===== config.mk =====
export PLATFORM = sky130hd
export DESIGN_NAME = hwd_wake_detect
export DESIGN_NICKNAME = d
export VERILOG_FILES = /design/src/pkg/hwd_pkg.sv /design/src/verilog/hwd_wake_detect.sv
export SDC_FILE = /design/constraint.sdc
export NUM_CORES = 1
export LEC_CHECK = 0
export BUFFER_PORTS_ARGS = -buffer_cell sky130_fd_sc_hd__buf_2
export CAP_MARGIN = 25
export CORE_MARGIN = 10
export CORE_UTILIZATION = 40
export CTS_CLUSTER_DIAMETER = 200
export DETAILED_ROUTE_END_ITERATION = 10
export GPL_TIMING_DRIVEN = 0
export PLACE_DENSITY = 0.55
export SLEW_MARGIN = 30
export SYNTH_ARGS = -nofsm -noshare
export SYNTH_HDL_FRONTEND = slang
export SYNTH_SLANG_ARGS = --single-unit

===== constraint.sdc =====
create_clock -name sys_clk -period 4.13 [get_ports sys_clk]
set_clock_uncertainty 0.05 [all_clocks]
set_input_delay 1.0325 -clock sys_clk [delete_from_list [all_inputs] [get_ports sys_clk]]
set_output_delay 1.0325 -clock sys_clk [all_outputs]
set_load 0.01 [all_outputs]

===== src/pkg/hwd_pkg.sv =====
/*
  package for the high-voltage wake input detector: register offsets, field
  positions, reset values, timing constants, mode enum and carrier structs.
  assumes a single 200 MHz clock and a plain strobe register port.
*/
package hwd_pkg;

  // ****************************************
  // clock and timing
  // ****************************************
  localparam int unsigned CLK_MHZ = 200;
  localparam int unsigned FILTER_TIME_US = 16;
  localparam int unsigned FILTER_CYC = FILTER_TIME_US * CLK_MHZ;
  localparam int unsigned INT_PULSE_US = 100;
  localparam int unsigned INT_PULSE_CYC = INT_PULSE_US * CLK_MHZ;
  localparam int unsigned CNT_W = 15;

  // ****************************************
  // register map
  // ****************************************
  localparam logic [3:0] ADDR_WAKE_CTRL = 4'h0;
  localparam logic [3:0] ADDR_BIAS_CTRL = 4'h1;
  localparam logic [3:0] ADDR_MEAS_CTRL = 4'h2;
  localparam logic [3:0] ADDR_STAT_A = 4'h3;
  localparam logic [3:0] ADDR_STAT_B = 4'h4;
  localparam logic [3:0] ADDR_LEVEL = 4'h5;

  // wake_enable_ctrl fields
  localparam int unsigned WC_PIN_EN = 0;
  localparam int unsigned WC_GP_EN = 1;
  localparam int unsigned WC_CYCLIC = 2;
  // bias_source_ctrl fields
  localparam int unsigned BS_LO = 0;
  localparam int unsigned BS_HI = 1;
  // measure ctrl fields
  localparam int unsigned MC_MEAS = 0;
  localparam int unsigned MC_FO_TEST = 1;
  // status fields
  localparam int unsigned ST_PIN_WAKE = 0;
  localparam int unsigned ST_GP_WAKE = 0;
  localparam int unsigned LV_PIN = 0;
  localparam int unsigned LV_GP = 1;

  localparam logic [7:0] RST_WAKE_CTRL = 8'h01;
  localparam logic [7:0] RST_BIAS_CTRL = 8'h00;
  localparam logic [7:0] RST_MEAS_CTRL = 8'h00;

  localparam logic [1:0] BIAS_NONE = 2'h0;
  localparam logic [1:0] BIAS_DOWN = 2'h1;
  localparam logic [1:0] BIAS_UP = 2'h2;
  localparam logic [1:0] BIAS_AUTO = 2'h3;

  // ****************************************
  // types
  // ****************************************
  typedef enum logic [1:0] {
    HWD_NORMAL = 2'h0,
    HWD_STOP = 2'h1,
    HWD_SLEEP = 2'h3,
    HWD_FAILSAFE = 2'h2
  } hwd_mode_e;

  typedef struct packed {
    logic wr;
    logic rd;
    logic [3:0] addr;
    logic [7:0] wdata;
  } hwd_req_s;

  typedef struct packed {
    logic pull_up;
    logic pull_down;
  } hwd_bias_s;

endpackage


===== src/verilog/hwd_wake_detect.sv =====
/*
  wake input detector: synchronises the comparator outputs of the wake pin and
  of the general pin, filters them, detects edges, records events and levels,
  steers the bias sources and raises an interrupt pulse or a wake request.
  assumes comparator outputs are asynchronous, timer window and mode come
  from same-clock logic, and the register port is a plain strobe port.
*/
`timescale 1ns/10ps
`default_nettype none

module hwd_wake_detect (
  input wire logic sys_clk,
  input wire logic sys_rst,
  input wire hwd_pkg::hwd_req_s reg_req,
  output logic [7:0] reg_rdata,
  input wire logic hv_wake_pin,
  input wire logic fail_or_general_pin,
  input wire logic gp_is_wake_input,
  input wire logic hs_window,
  input wire logic init_mode,
  input wire hwd_pkg::hwd_mode_e sbc_mode,
  input wire logic sleep_request,
  input wire logic other_wake_src,
  output hwd_pkg::hwd_bias_s bias,
  output logic int_n,
  output logic wake_req,
  output logic fail_out_allowed,
  output logic gp_func_allowed,
  output logic spi_fail,
  output logic restart_req
);
  import hwd_pkg::*;

  // ****************************************
  // registers and synchronisers
  // ****************************************
  logic [7:0] wake_enable_ctrl_q;
  logic [7:0] bias_source_ctrl_q;
  logic [7:0] meas_ctrl_q;
  logic wake_event_status_a_q;
  logic wake_event_status_b_q;
  logic [1:0] pin_level_status_q;
  logic [1:0] sync1_q;
  logic [1:0] sync2_q;
  logic [1:0] filt_lvl_q;
  logic [CNT_W-1:0] filt_cnt_q [2];
  logic sample_q;
  logic sample_vld_q;
  logic meas;
  logic [1:0] edge_ev;
  logic cyc_ev;
  logic pin_ev;
  logic gp_ev;
  logic any_ev;
  logic [CNT_W-1:0] int_cnt_q;
  logic [1:0] bias_sel;
  logic cyc_mode;
  logic lvl_upd;
  logic wr_wake_ctrl;
  logic wr_bias_ctrl;
  logic wr_meas_ctrl;
  logic clr_stat_a;
  logic clr_stat_b;
  logic clr_spi_fail;
  logic mode_awake;
  logic mode_asleep;
  logic bad_sleep;

  assign meas = meas_ctrl_q[MC_MEAS];
  assign bias_sel = {bias_source_ctrl_q[BS_HI], bias_source_ctrl_q[BS_LO]};
  assign cyc_mode = wake_enable_ctrl_q[WC_CYCLIC];
  assign lvl_upd = init_mode || (sbc_mode == HWD_NORMAL) || (sbc_mode == HWD_STOP);

  // strobe decodes, shared by the register and flag processes
  assign wr_wake_ctrl = reg_req.wr && (reg_req.addr == ADDR_WAKE_CTRL);
  assign wr_bias_ctrl = reg_req.wr && (reg_req.addr == ADDR_BIAS_CTRL);
  assign wr_meas_ctrl = reg_req.wr && (reg_req.addr == ADDR_MEAS_CTRL);
  assign clr_stat_a = reg_req.wr && (reg_req.addr == ADDR_STAT_A) && reg_req.wdata[ST_PIN_WAKE];
  assign clr_stat_b = reg_req.wr && (reg_req.addr == ADDR_STAT_B) && reg_req.wdata[ST_GP_WAKE];
  assign clr_spi_fail = wr_meas_ctrl && reg_req.wdata[MC_FO_TEST];
  assign mode_awake = (sbc_mode == HWD_NORMAL) || (sbc_mode == HWD_STOP);
  assign mode_asleep = (sbc_mode == HWD_SLEEP) || (sbc_mode == HWD_FAILSAFE);
  // a pin that measurement has gated cannot be the only way out of sleep
  assign bad_sleep = sleep_request && meas && !other_wake_src;

  // the first stage feeds only the second; metastability stays contained
  always_ff @(posedge sys_clk) begin
    if (sys_rst) begin
      sync1_q <= 2'h0;
      sync2_q <= 2'h0;
    end else begin
      sync1_q <= {fail_or_general_pin, hv_wake_pin};
      sync2_q <= sync1_q;
    end
  end

  // ****************************************
  // static filters, one per input
  // ****************************************
  // counter restarts while input equals filtered level, so any crossing back
  // before expiry discards the pulse
  for (genvar i = 0; i < 2; i++) begin : g_filt
    always_ff @(posedge sys_clk) begin
      if (sys_rst) begin
        filt_cnt_q[i] <= '0;
        filt_lvl_q[i] <= 1'b0;
      end else if (sync2_q[i] == filt_lvl_q[i]) begin
        filt_cnt_q[i] <= '0;
      end else if (filt_cnt_q[i] == CNT_W'(FILTER_CYC - 1)) begin
        filt_cnt_q[i] <= '0;
        filt_lvl_q[i] <= sync2_q[i];
      end else begin
        filt_cnt_q[i] <= filt_cnt_q[i] + CNT_W'(1);
      end
    end
    assign edge_ev[i] = (sync2_q[i] != filt_lvl_q[i])
                        && (filt_cnt_q[i] == CNT_W'(FILTER_CYC - 1));
  end

  // ****************************************
  // cyclic sensing
  // ****************************************
  // window comes from the timer driven high-side switch set up by software
  // last sample is kept outside the window so the level register can show it
  always_ff @(posedge sys_clk) begin
    if (sys_rst) begin
      sample_q <= 1'b0;
    end else if (cyc_mode && hs_window) begin
      sample_q <= sync2_q[0];
    end
  end

  // first window cycle after enabling has nothing to compare against
  always_ff @(posedge sys_clk) begin
    if (sys_rst) begin
      sample_vld_q <= 1'b0;
    end else if (!cyc_mode) begin
      sample_vld_q <= 1'b0;
    end else if (hs_window) begin
      sample_vld_q <= 1'b1;
    end
  end
  assign cyc_ev = wake_enable_ctrl_q[WC_CYCLIC] && hs_window && sample_vld_q
                  && (sample_q != sync2_q[0]);

  assign pin_ev = !meas && wake_enable_ctrl_q[WC_PIN_EN]
                  && (wake_enable_ctrl_q[WC_CYCLIC] ? cyc_ev : edge_ev[0]);
  assign gp_ev = !meas && gp_is_wake_input && wake_enable_ctrl_q[WC_GP_EN]
                 && edge_ev[1];
  assign any_ev = pin_ev || gp_ev;

  // ****************************************
  // register writes
  // ****************************************
  // configuration stays writable while measurement ignores it
  always_ff @(posedge sys_clk) begin
    if (sys_rst) begin
      wake_enable_ctrl_q <= RST_WAKE_CTRL;
    end else if (wr_wake_ctrl) begin
      wake_enable_ctrl_q <= reg_req.wdata;
    end
  end

  always_ff @(posedge sys_clk) begin
    if (sys_rst) begin
      bias_source_ctrl_q <= RST_BIAS_CTRL;
    end else if (wr_bias_ctrl) begin
      bias_source_ctrl_q <= reg_req.wdata;
    end
  end

  always_ff @(posedge sys_clk) begin
    if (sys_rst) begin
      meas_ctrl_q <= RST_MEAS_CTRL;
    end else if (wr_meas_ctrl) begin
      meas_ctrl_q <= reg_req.wdata;
    end
  end

  // status flags: write 1 clears, a same-cycle event wins so none is lost
  always_ff @(posedge sys_clk) begin
    if (sys_rst) begin
      wake_event_status_a_q <= 1'b0;
    end else if (pin_ev) begin
      wake_event_status_a_q <= 1'b1;
    end else if (clr_stat_a) begin
      wake_event_status_a_q <= 1'b0;
    end
  end

  always_ff @(posedge sys_clk) begin
    if (sys_rst) begin
      wake_event_status_b_q <= 1'b0;
    end else if (gp_ev) begin
      wake_event_status_b_q <= 1'b1;
    end else if (clr_stat_b) begin
      wake_event_status_b_q <= 1'b0;
    end
  end

  // level status: live or sampled, cleared under measurement
  always_ff @(posedge sys_clk) begin
    if (sys_rst) begin
      pin_level_status_q <= 2'h0;
    end else if (meas) begin
      pin_level_status_q <= 2'h0;
    end else if (lvl_upd) begin
      pin_level_status_q[LV_PIN] <= cyc_mode ? sample_q : sync2_q[0];
      pin_level_status_q[LV_GP] <= sync2_q[1];
    end
  end

  // ****************************************
  // register reads, data one cycle later
  // ****************************************
  always_ff @(posedge sys_clk) begin
    if (sys_rst) begin
      reg_rdata <= 8'h00;
    end else if (reg_req.rd) begin
      case (reg_req.addr)
        ADDR_WAKE_CTRL: reg_rdata <= wake_enable_ctrl_q;
        ADDR_BIAS_CTRL: reg_rdata <= bias_source_ctrl_q;
        ADDR_MEAS_CTRL: reg_rdata <= meas_ctrl_q;
        ADDR_STAT_A: reg_rdata <= {7'h00, wake_event_status_a_q};
        ADDR_STAT_B: reg_rdata <= {7'h00, wake_event_status_b_q};
        ADDR_LEVEL: reg_rdata <= {6'h00, pin_level_status_q};
        default: reg_rdata <= 8'h00;
      endcase
    end else begin
      reg_rdata <= 8'h00;
    end
  end

  // ****************************************
  // bias current sources
  // ****************************************
  always_ff @(posedge sys_clk) begin
    if (sys_rst || meas) begin
      bias <= '0;
    end else begin
      case (bias_sel)
        BIAS_DOWN: bias <= '{pull_up: 1'b0, pull_down: 1'b1};
        BIAS_UP: bias <= '{pull_up: 1'b1, pull_down: 1'b0};
        BIAS_AUTO: bias <= '{pull_up: filt_lvl_q[0], pull_down: !filt_lvl_q[0]};
        default: bias <= '0;
      endcase
    end
  end

  // ****************************************
  // interrupt pulse or wake request
  // ****************************************
  // in normal or stop mode, events arriving during a running pulse are kept only in status
  always_ff @(posedge sys_clk) begin
    if (sys_rst) begin
      int_cnt_q <= '0;
    end else if (int_cnt_q != '0) begin
      int_cnt_q <= int_cnt_q - CNT_W'(1);
    end else if (any_ev && mode_awake) begin
      int_cnt_q <= CNT_W'(INT_PULSE_CYC);
    end
  end

  // released in the cycle the count runs out, so the low time is exact
  always_ff @(posedge sys_clk) begin
    if (sys_rst) begin
      int_n <= 1'b1;
    end else if (int_cnt_q != '0) begin
      int_n <= (int_cnt_q == CNT_W'(1));
    end else if (any_ev && mode_awake) begin
      int_n <= 1'b0;
    end
  end

  // a single pulse; the mode controller is expected to latch it
  always_ff @(posedge sys_clk) begin
    if (sys_rst) begin
      wake_req <= 1'b0;
    end else begin
      wake_req <= any_ev && mode_asleep;
    end
  end

  // ****************************************
  // measurement side effects
  // ****************************************
  // fail output and general pin both give way to the measurement path
  always_ff @(posedge sys_clk) begin
    if (sys_rst) begin
      fail_out_allowed <= 1'b1;
    end else begin
      fail_out_allowed <= !meas;
    end
  end

  always_ff @(posedge sys_clk) begin
    if (sys_rst) begin
      gp_func_allowed <= 1'b1;
    end else begin
      gp_func_allowed <= !meas;
    end
  end

  always_ff @(posedge sys_clk) begin
    if (sys_rst) begin
      restart_req <= 1'b0;
    end else begin
      restart_req <= bad_sleep;
    end
  end

  // sticky until software clears it; a refused sleep in the same cycle wins
  always_ff @(posedge sys_clk) begin
    if (sys_rst) begin
      spi_fail <= 1'b0;
    end else if (bad_sleep) begin
      spi_fail <= 1'b1;
    end else if (clr_spi_fail) begin
      spi_fail <= 1'b0;
    end
  end

endmodule // hwd_wake_detect

`default_nettype wire


---- Word-level counts from Yosys, hierarchy flattened ----
Memory sizes are Yosys's and may differ from the RTL's.
Index checks and enable logic that the tools add are counted.
W data, S select, Z words.
storage, ports and cells
  bits in registers ....................... 66
  memory bits (writable) .................. 30
  output and inout port bits .............. 16
  word-level logic and storage cells ...... 141
  memories ................................ 1
operators by class
  add/sub/neg operators ................... 3
  equal/unequal tests ..................... 19
  multiplexer cells ....................... 44
  bitwise logic cells ..................... 10
  reductions and logical operators ........ 43
memories
  name        depth  bits a word  rd ports  clocked after memory_dff  wr ports  line                   RTL
  filt_cnt_q  2      15           2         0                         2         hwd_wake_detect.sv:46  logic [CNT_W-1:0] filt_cnt_q [2];
operators with widths
  operator                 count
  $mux W15                 8
  $pmux W8 S6              1
  $mux W1                  34
  $add A15 B1 Y15 const B  2
  $eq A15 B12 Y1 const B   2
  $logic_and A1 B1 Y1      22
  $eq A15 B1 Y1 const B    1
  $reduce_bool A15 Y1      1
  $sub A15 B1 Y15 const B  1
  $eq A2 B2 Y1 const B     4
  $eq A4 B2 Y1 const B     2
  $eq A4 B3 Y1 const B     2
  $reduce_bool A2 Y1       4
  $logic_or A1 B1 Y1       6
  $or A1 B1 Y1             6
  $pmux W2 S3              1
  $reduce_or A2 Y1         3
  $eq A2 B1 Y1 const B     2
  $eq A4 B1 Y1 const B     1
  $logic_not A4 Y1         1
  $not A1 Y1               4
  $reduce_and A2 Y1        2
  $logic_not A1 Y1         3
  $ne A1 B1 Y1             3
  2 further kinds          3

---- Depth between registers and ports, before layout ----
  depth after elaboration ................. 9
  mapped depth ............................ 8

---- Least setup slack after synthesis ----
No wires, ideal clock.
  path type ............................... input to register
  from .................................... in reg_req[10] (netlist bit)
  to ...................................... reg bias_source_ctrl_q[0]
  arrival ................................. 2147 ps
  data required time ...................... 3952 ps
  slack ................................... 1805 ps
  stages .................................. 6
  cell sequence ........................... clkbuf_1 nor2_1 nand4b_1 clkbuf_1 mux2i_1 nor2_1
between the ends
  word-level cells in the longest chain between the ends .. 2
ends and longest elaborated chain
  what                  line                    RTL
  from (decl)           hwd_wake_detect.sv:14   input wire hwd_pkg::hwd_req_s reg_req,
  $eq A4 B1 Y1          hwd_wake_detect.sv:76   assign wr_bias_ctrl = reg_req.wr && (reg_req.addr == ADDR_BIAS_CTRL);
  $logic_and A1 B1 Y1   hwd_wake_detect.sv:76
  to (signal assigned)  hwd_wake_detect.sv:168  bias_source_ctrl_q <= reg_req.wdata;
  to (decl)             hwd_wake_detect.sv:38   logic [7:0] bias_source_ctrl_q;
Every way passes these cells.
A chain may end at the register's enable or synchronous reset.

==> out/results.tsv <==
stage	metric	value	unit
run_status	outcome	finished, final reports clean	
clock_network	clk buf depth	2	
floorplanning	die area	0.01544	mm2
power	pwr dens	439.8	mW/mm2
finish	Storage cell area	0.002222	mm2
sta	setup_tns	0	ns
flow_run	max cap viols	0	
critical_path	Critical R2R Launch	filt_cnt_q[0][12]	
critical_path	Worst path slowest cell	or4_1	
synth	async set-reset flop share out of synthesis	0	%
finish	post-route design area	0.005014	mm2
synth	synthesized area	0.004349	mm2
critical_path	CP startpoint	filt_cnt_q[0][12]	
critical_path	Critical Path Source Type	flip-flop	
grt	pin count of the biggest net entering global routing	16	
critical_path	CP arrival	2.54	ns
synth	synth warn	0	
clock_network	post_cts resized	0	
critical_path	Setup CP Type	flip-flop to flip-flop	
detailed_routing	Initial DRT Pass Iterations	4	
sta	Worst-Margin Slew	0.7669	ns
detailed_routing	drt total wl	9223	um
critical_path	Worst R2R Path Depth	5	
clock_network	Clock Sinks	96	
finish	Final nets	543	
detailed_routing	wire per inst	14.02	um
clock_network	clk slew on worst S/H paths	0.09	ns
critical_path	CP endpoint	filt_cnt_q[0][7]	
synth	number of enable flip-flop cells after synthesis	30	
detailed_routing	Antenna Nets Post-Route	0	
clock_network	Num CTS Buffers	9	
clock_network	# hold bufs at CTS	0	
detailed_routing	Vias/cell	4.877	
placement	Area after DPL	0.004823	mm2
synth	Post-Synthesis Cells	435	
finish	area delta synth->final	15.28	%
clock_network	Root Buffer Master	clkbuf_8	
sta	unrepaired setup endpoints after global routing	no	
finish	Fillers	1092	
detailed_routing	DRC	0	
clock_network	CTS tree	built	
sta	post-layout min period	2.495	ns
grt	vias in the first global route	3190	
finish	share of cells above drive strength 1	12.36	%
synth	Seq/Total Area, Yosys	51.09	%
placement	Final Wtd Congestion	0.7820	
critical_path	r2r setup slk	1.63	ns
power	Peak VDD IR	0.1968	mV
grt	initial antenna violation count	0	
clock_network	Worst-Skew Late Latency	0.36	ns
critical_path	Worst EP required	4.17	ns
finish	number of inserted diodes	0	
synth	Primary FF master, synth	dfxtp_1	
critical_path	CP Capture Type	flip-flop	
floorplanning	die height	124.3	um
grt	first-pass GRT wire length	15700	um
placement	Post-DP HPWL	6724	um
critical_path	CP max FO	10	
critical_path	CP Cell Sequence	or4_1, or4_4, nand2_1, clkbuf_1, nor2_1	
floorplanning	FP Rows	38	
power	leakage dissipation	2.102	nW
sta	Max Fclk	400.8	MHz
sta	Pins Over Slew Limit	0	
finish	area of the multi-input gates	0.002145	mm2
clock_network	post-CTS setup buffer count	0	
synth	Seq cells post-synth	96	
critical_path	CP peak stage delay	0.54	ns
grt	global routing usage summed across all routing layers	12.13	%
min_path	Worst Hold Class	flip-flop to flip-flop	
detailed_routing	1st-iter DRT viols	149	
placement	IO Port Bufs	38	
detailed_routing	routed via count	3209	
floorplanning	core area	0.01075	mm2
grt	grt ovf	0	
sta	Final Cycle Share	60.42	%
floorplanning	IO Pins	41	
sta	final setup fails	0	
clock_network	H-Tree Depth	3	
sta	final count of hold timing violations	0	
sta	slew margin rel.	48.40	%
floorplanning	Die Wd	124.3	um
floorplanning	Initial Util	40.48	%
synth	post-synth cell types	54	
synth	Mapped Avg Cell Area	9.998	um2
critical_path	R2R Path End	filt_cnt_q[0][7]	
==> power by group <==
part           internal (mW)  switching, mW  total (mW)
Sequential              1.05         0.0685        1.12
Clock                  0.294          0.312       0.606
Combinational          0.209          0.275       0.484
==> cell usage in the layout, fill, tap and decap left out, types with 4 or more instances in the layout <==
cell type and instances:
nor2_1 87, dfxtp_1 66, buf_2 39, mux2i_1 35
edfxtp_1 30, conb_1 30, nand2_1 24, xor2_1 22
nand3_1 20, xnor2_1 19, clkbuf_1 14, a21oi_1 12
nor3_1 12, and3_1 11, clkbuf_8 10, inv_1 5
nor2b_1 5, o21ai_0 5, nand4_1 5, ha_1 5
or4_1 4, nor4_1 4, a211oi_2 4
==> state kept, by name (all words and copies together), names as in the netlist <==
register	flops
pin_level_status_q	2
int_n	1
filt_cnt_q	30
meas_ctrl_q	8
reg_rdata	8
bias	2
wake_req	1
bias_source_ctrl_q	8
sync2_q	2
wake_event_status_a_q	1
filt_lvl_q	2
wake_enable_ctrl_q	8
spi_fail	1
sync1_q	2
int_cnt_q	15
sample_vld_q	1
sample_q	1
restart_req	1
wake_event_status_b_q	1
gp_func_allowed	1
==> worst max-delay path: cells and delay by family, from the launching register on <==
family | cells | cell delay, ns
flip-flops | 1 | 0.45
AND/OR/NAND/NOR | 4 | 1.36
buffers and inverters | 1 | 0.37
==> area by class of cell <==
class                   instances  area share (%)
plain buffers                  17           1.373
clock buffers                  12           2.895
clock inverters                 4          0.8984
inverters                       6          0.4492
multi-input cells             345           42.78
flip-flops and latches         96           44.32
well taps                     140           3.494
repair buffers                 38           3.793
==> logic make-up (layout without fill, tap and decap cells) <==
logic type	Yosys count	in the layout	share of synthesized area, %
muxes	37	37	8.573
adders and majority gates	5	5	1.438
and+or+nand+nor	195	195	21.75
DFF	96	96	51.09
other	1	30	0.08622
buffers and inverters	23	77	2.100
xor gates and xnor gates	41	41	8.257
AOI/OAI and AO/OA	37	37	6.704
==> worst min path at each step <==
stage,startpoint,endpoint,slack [ns],depth (start not counted)
3_5_place_dp,meas_ctrl_q[1],meas_ctrl_q[1],0.40,2
5_1_grt,sync1_q[0],sync2_q[0],0.43,1
6_report,meas_ctrl_q[1],meas_ctrl_q[1],0.41,2
4_1_cts,meas_ctrl_q[1],meas_ctrl_q[1],0.41,2
3_3_place_gp,sync1_q[1],sync2_q[1],0.38,1
2_1_floorplan,sync1_q[0],sync2_q[0],0.36,1
==> Yosys cell counts (all sizes together), types with 12 or more instances <==
library cell	number	area [um2]
nand3	20	100.1
nor3	12	60.06
xnor2	19	166.4
a21oi	12	60.06
xor2	22	192.7
edfxtp	30	900.9
mux2i	35	350.3
nor2	87	326.6
dfxtp	66	1321
clkbuf	12	45.04
and3	12	76.33
nand2	24	90.09
==> layer usage <==
metal / vias up / global-route usage, % / wire length (um)
met5: - / 0 / 0
met4: 0 / 4.935 / 157
met3: 11 / 2.170 / 211
met2: 33 / 19.42 / 4179
met1: 1520 / 15.70 / 4675
li1: 1645 / - / -
==> metrics by stage <==
stage               utilization, %  setup slack [ns]  hold WS (ns)  cells  total power, mW
floorplan                        -             1.805        0.3638    464            1.507
global placement             44.89             1.412        0.3795    642            1.615
detailed placement           44.89             1.409        0.4004    642            1.623
CTS                          46.66             1.594        0.4110    658            2.231
global route                 46.66             1.474        0.4341    658            2.350
finish                       46.66             1.635        0.4083    658            2.205
No activity file was read; power rests on OpenSTA's default activity.
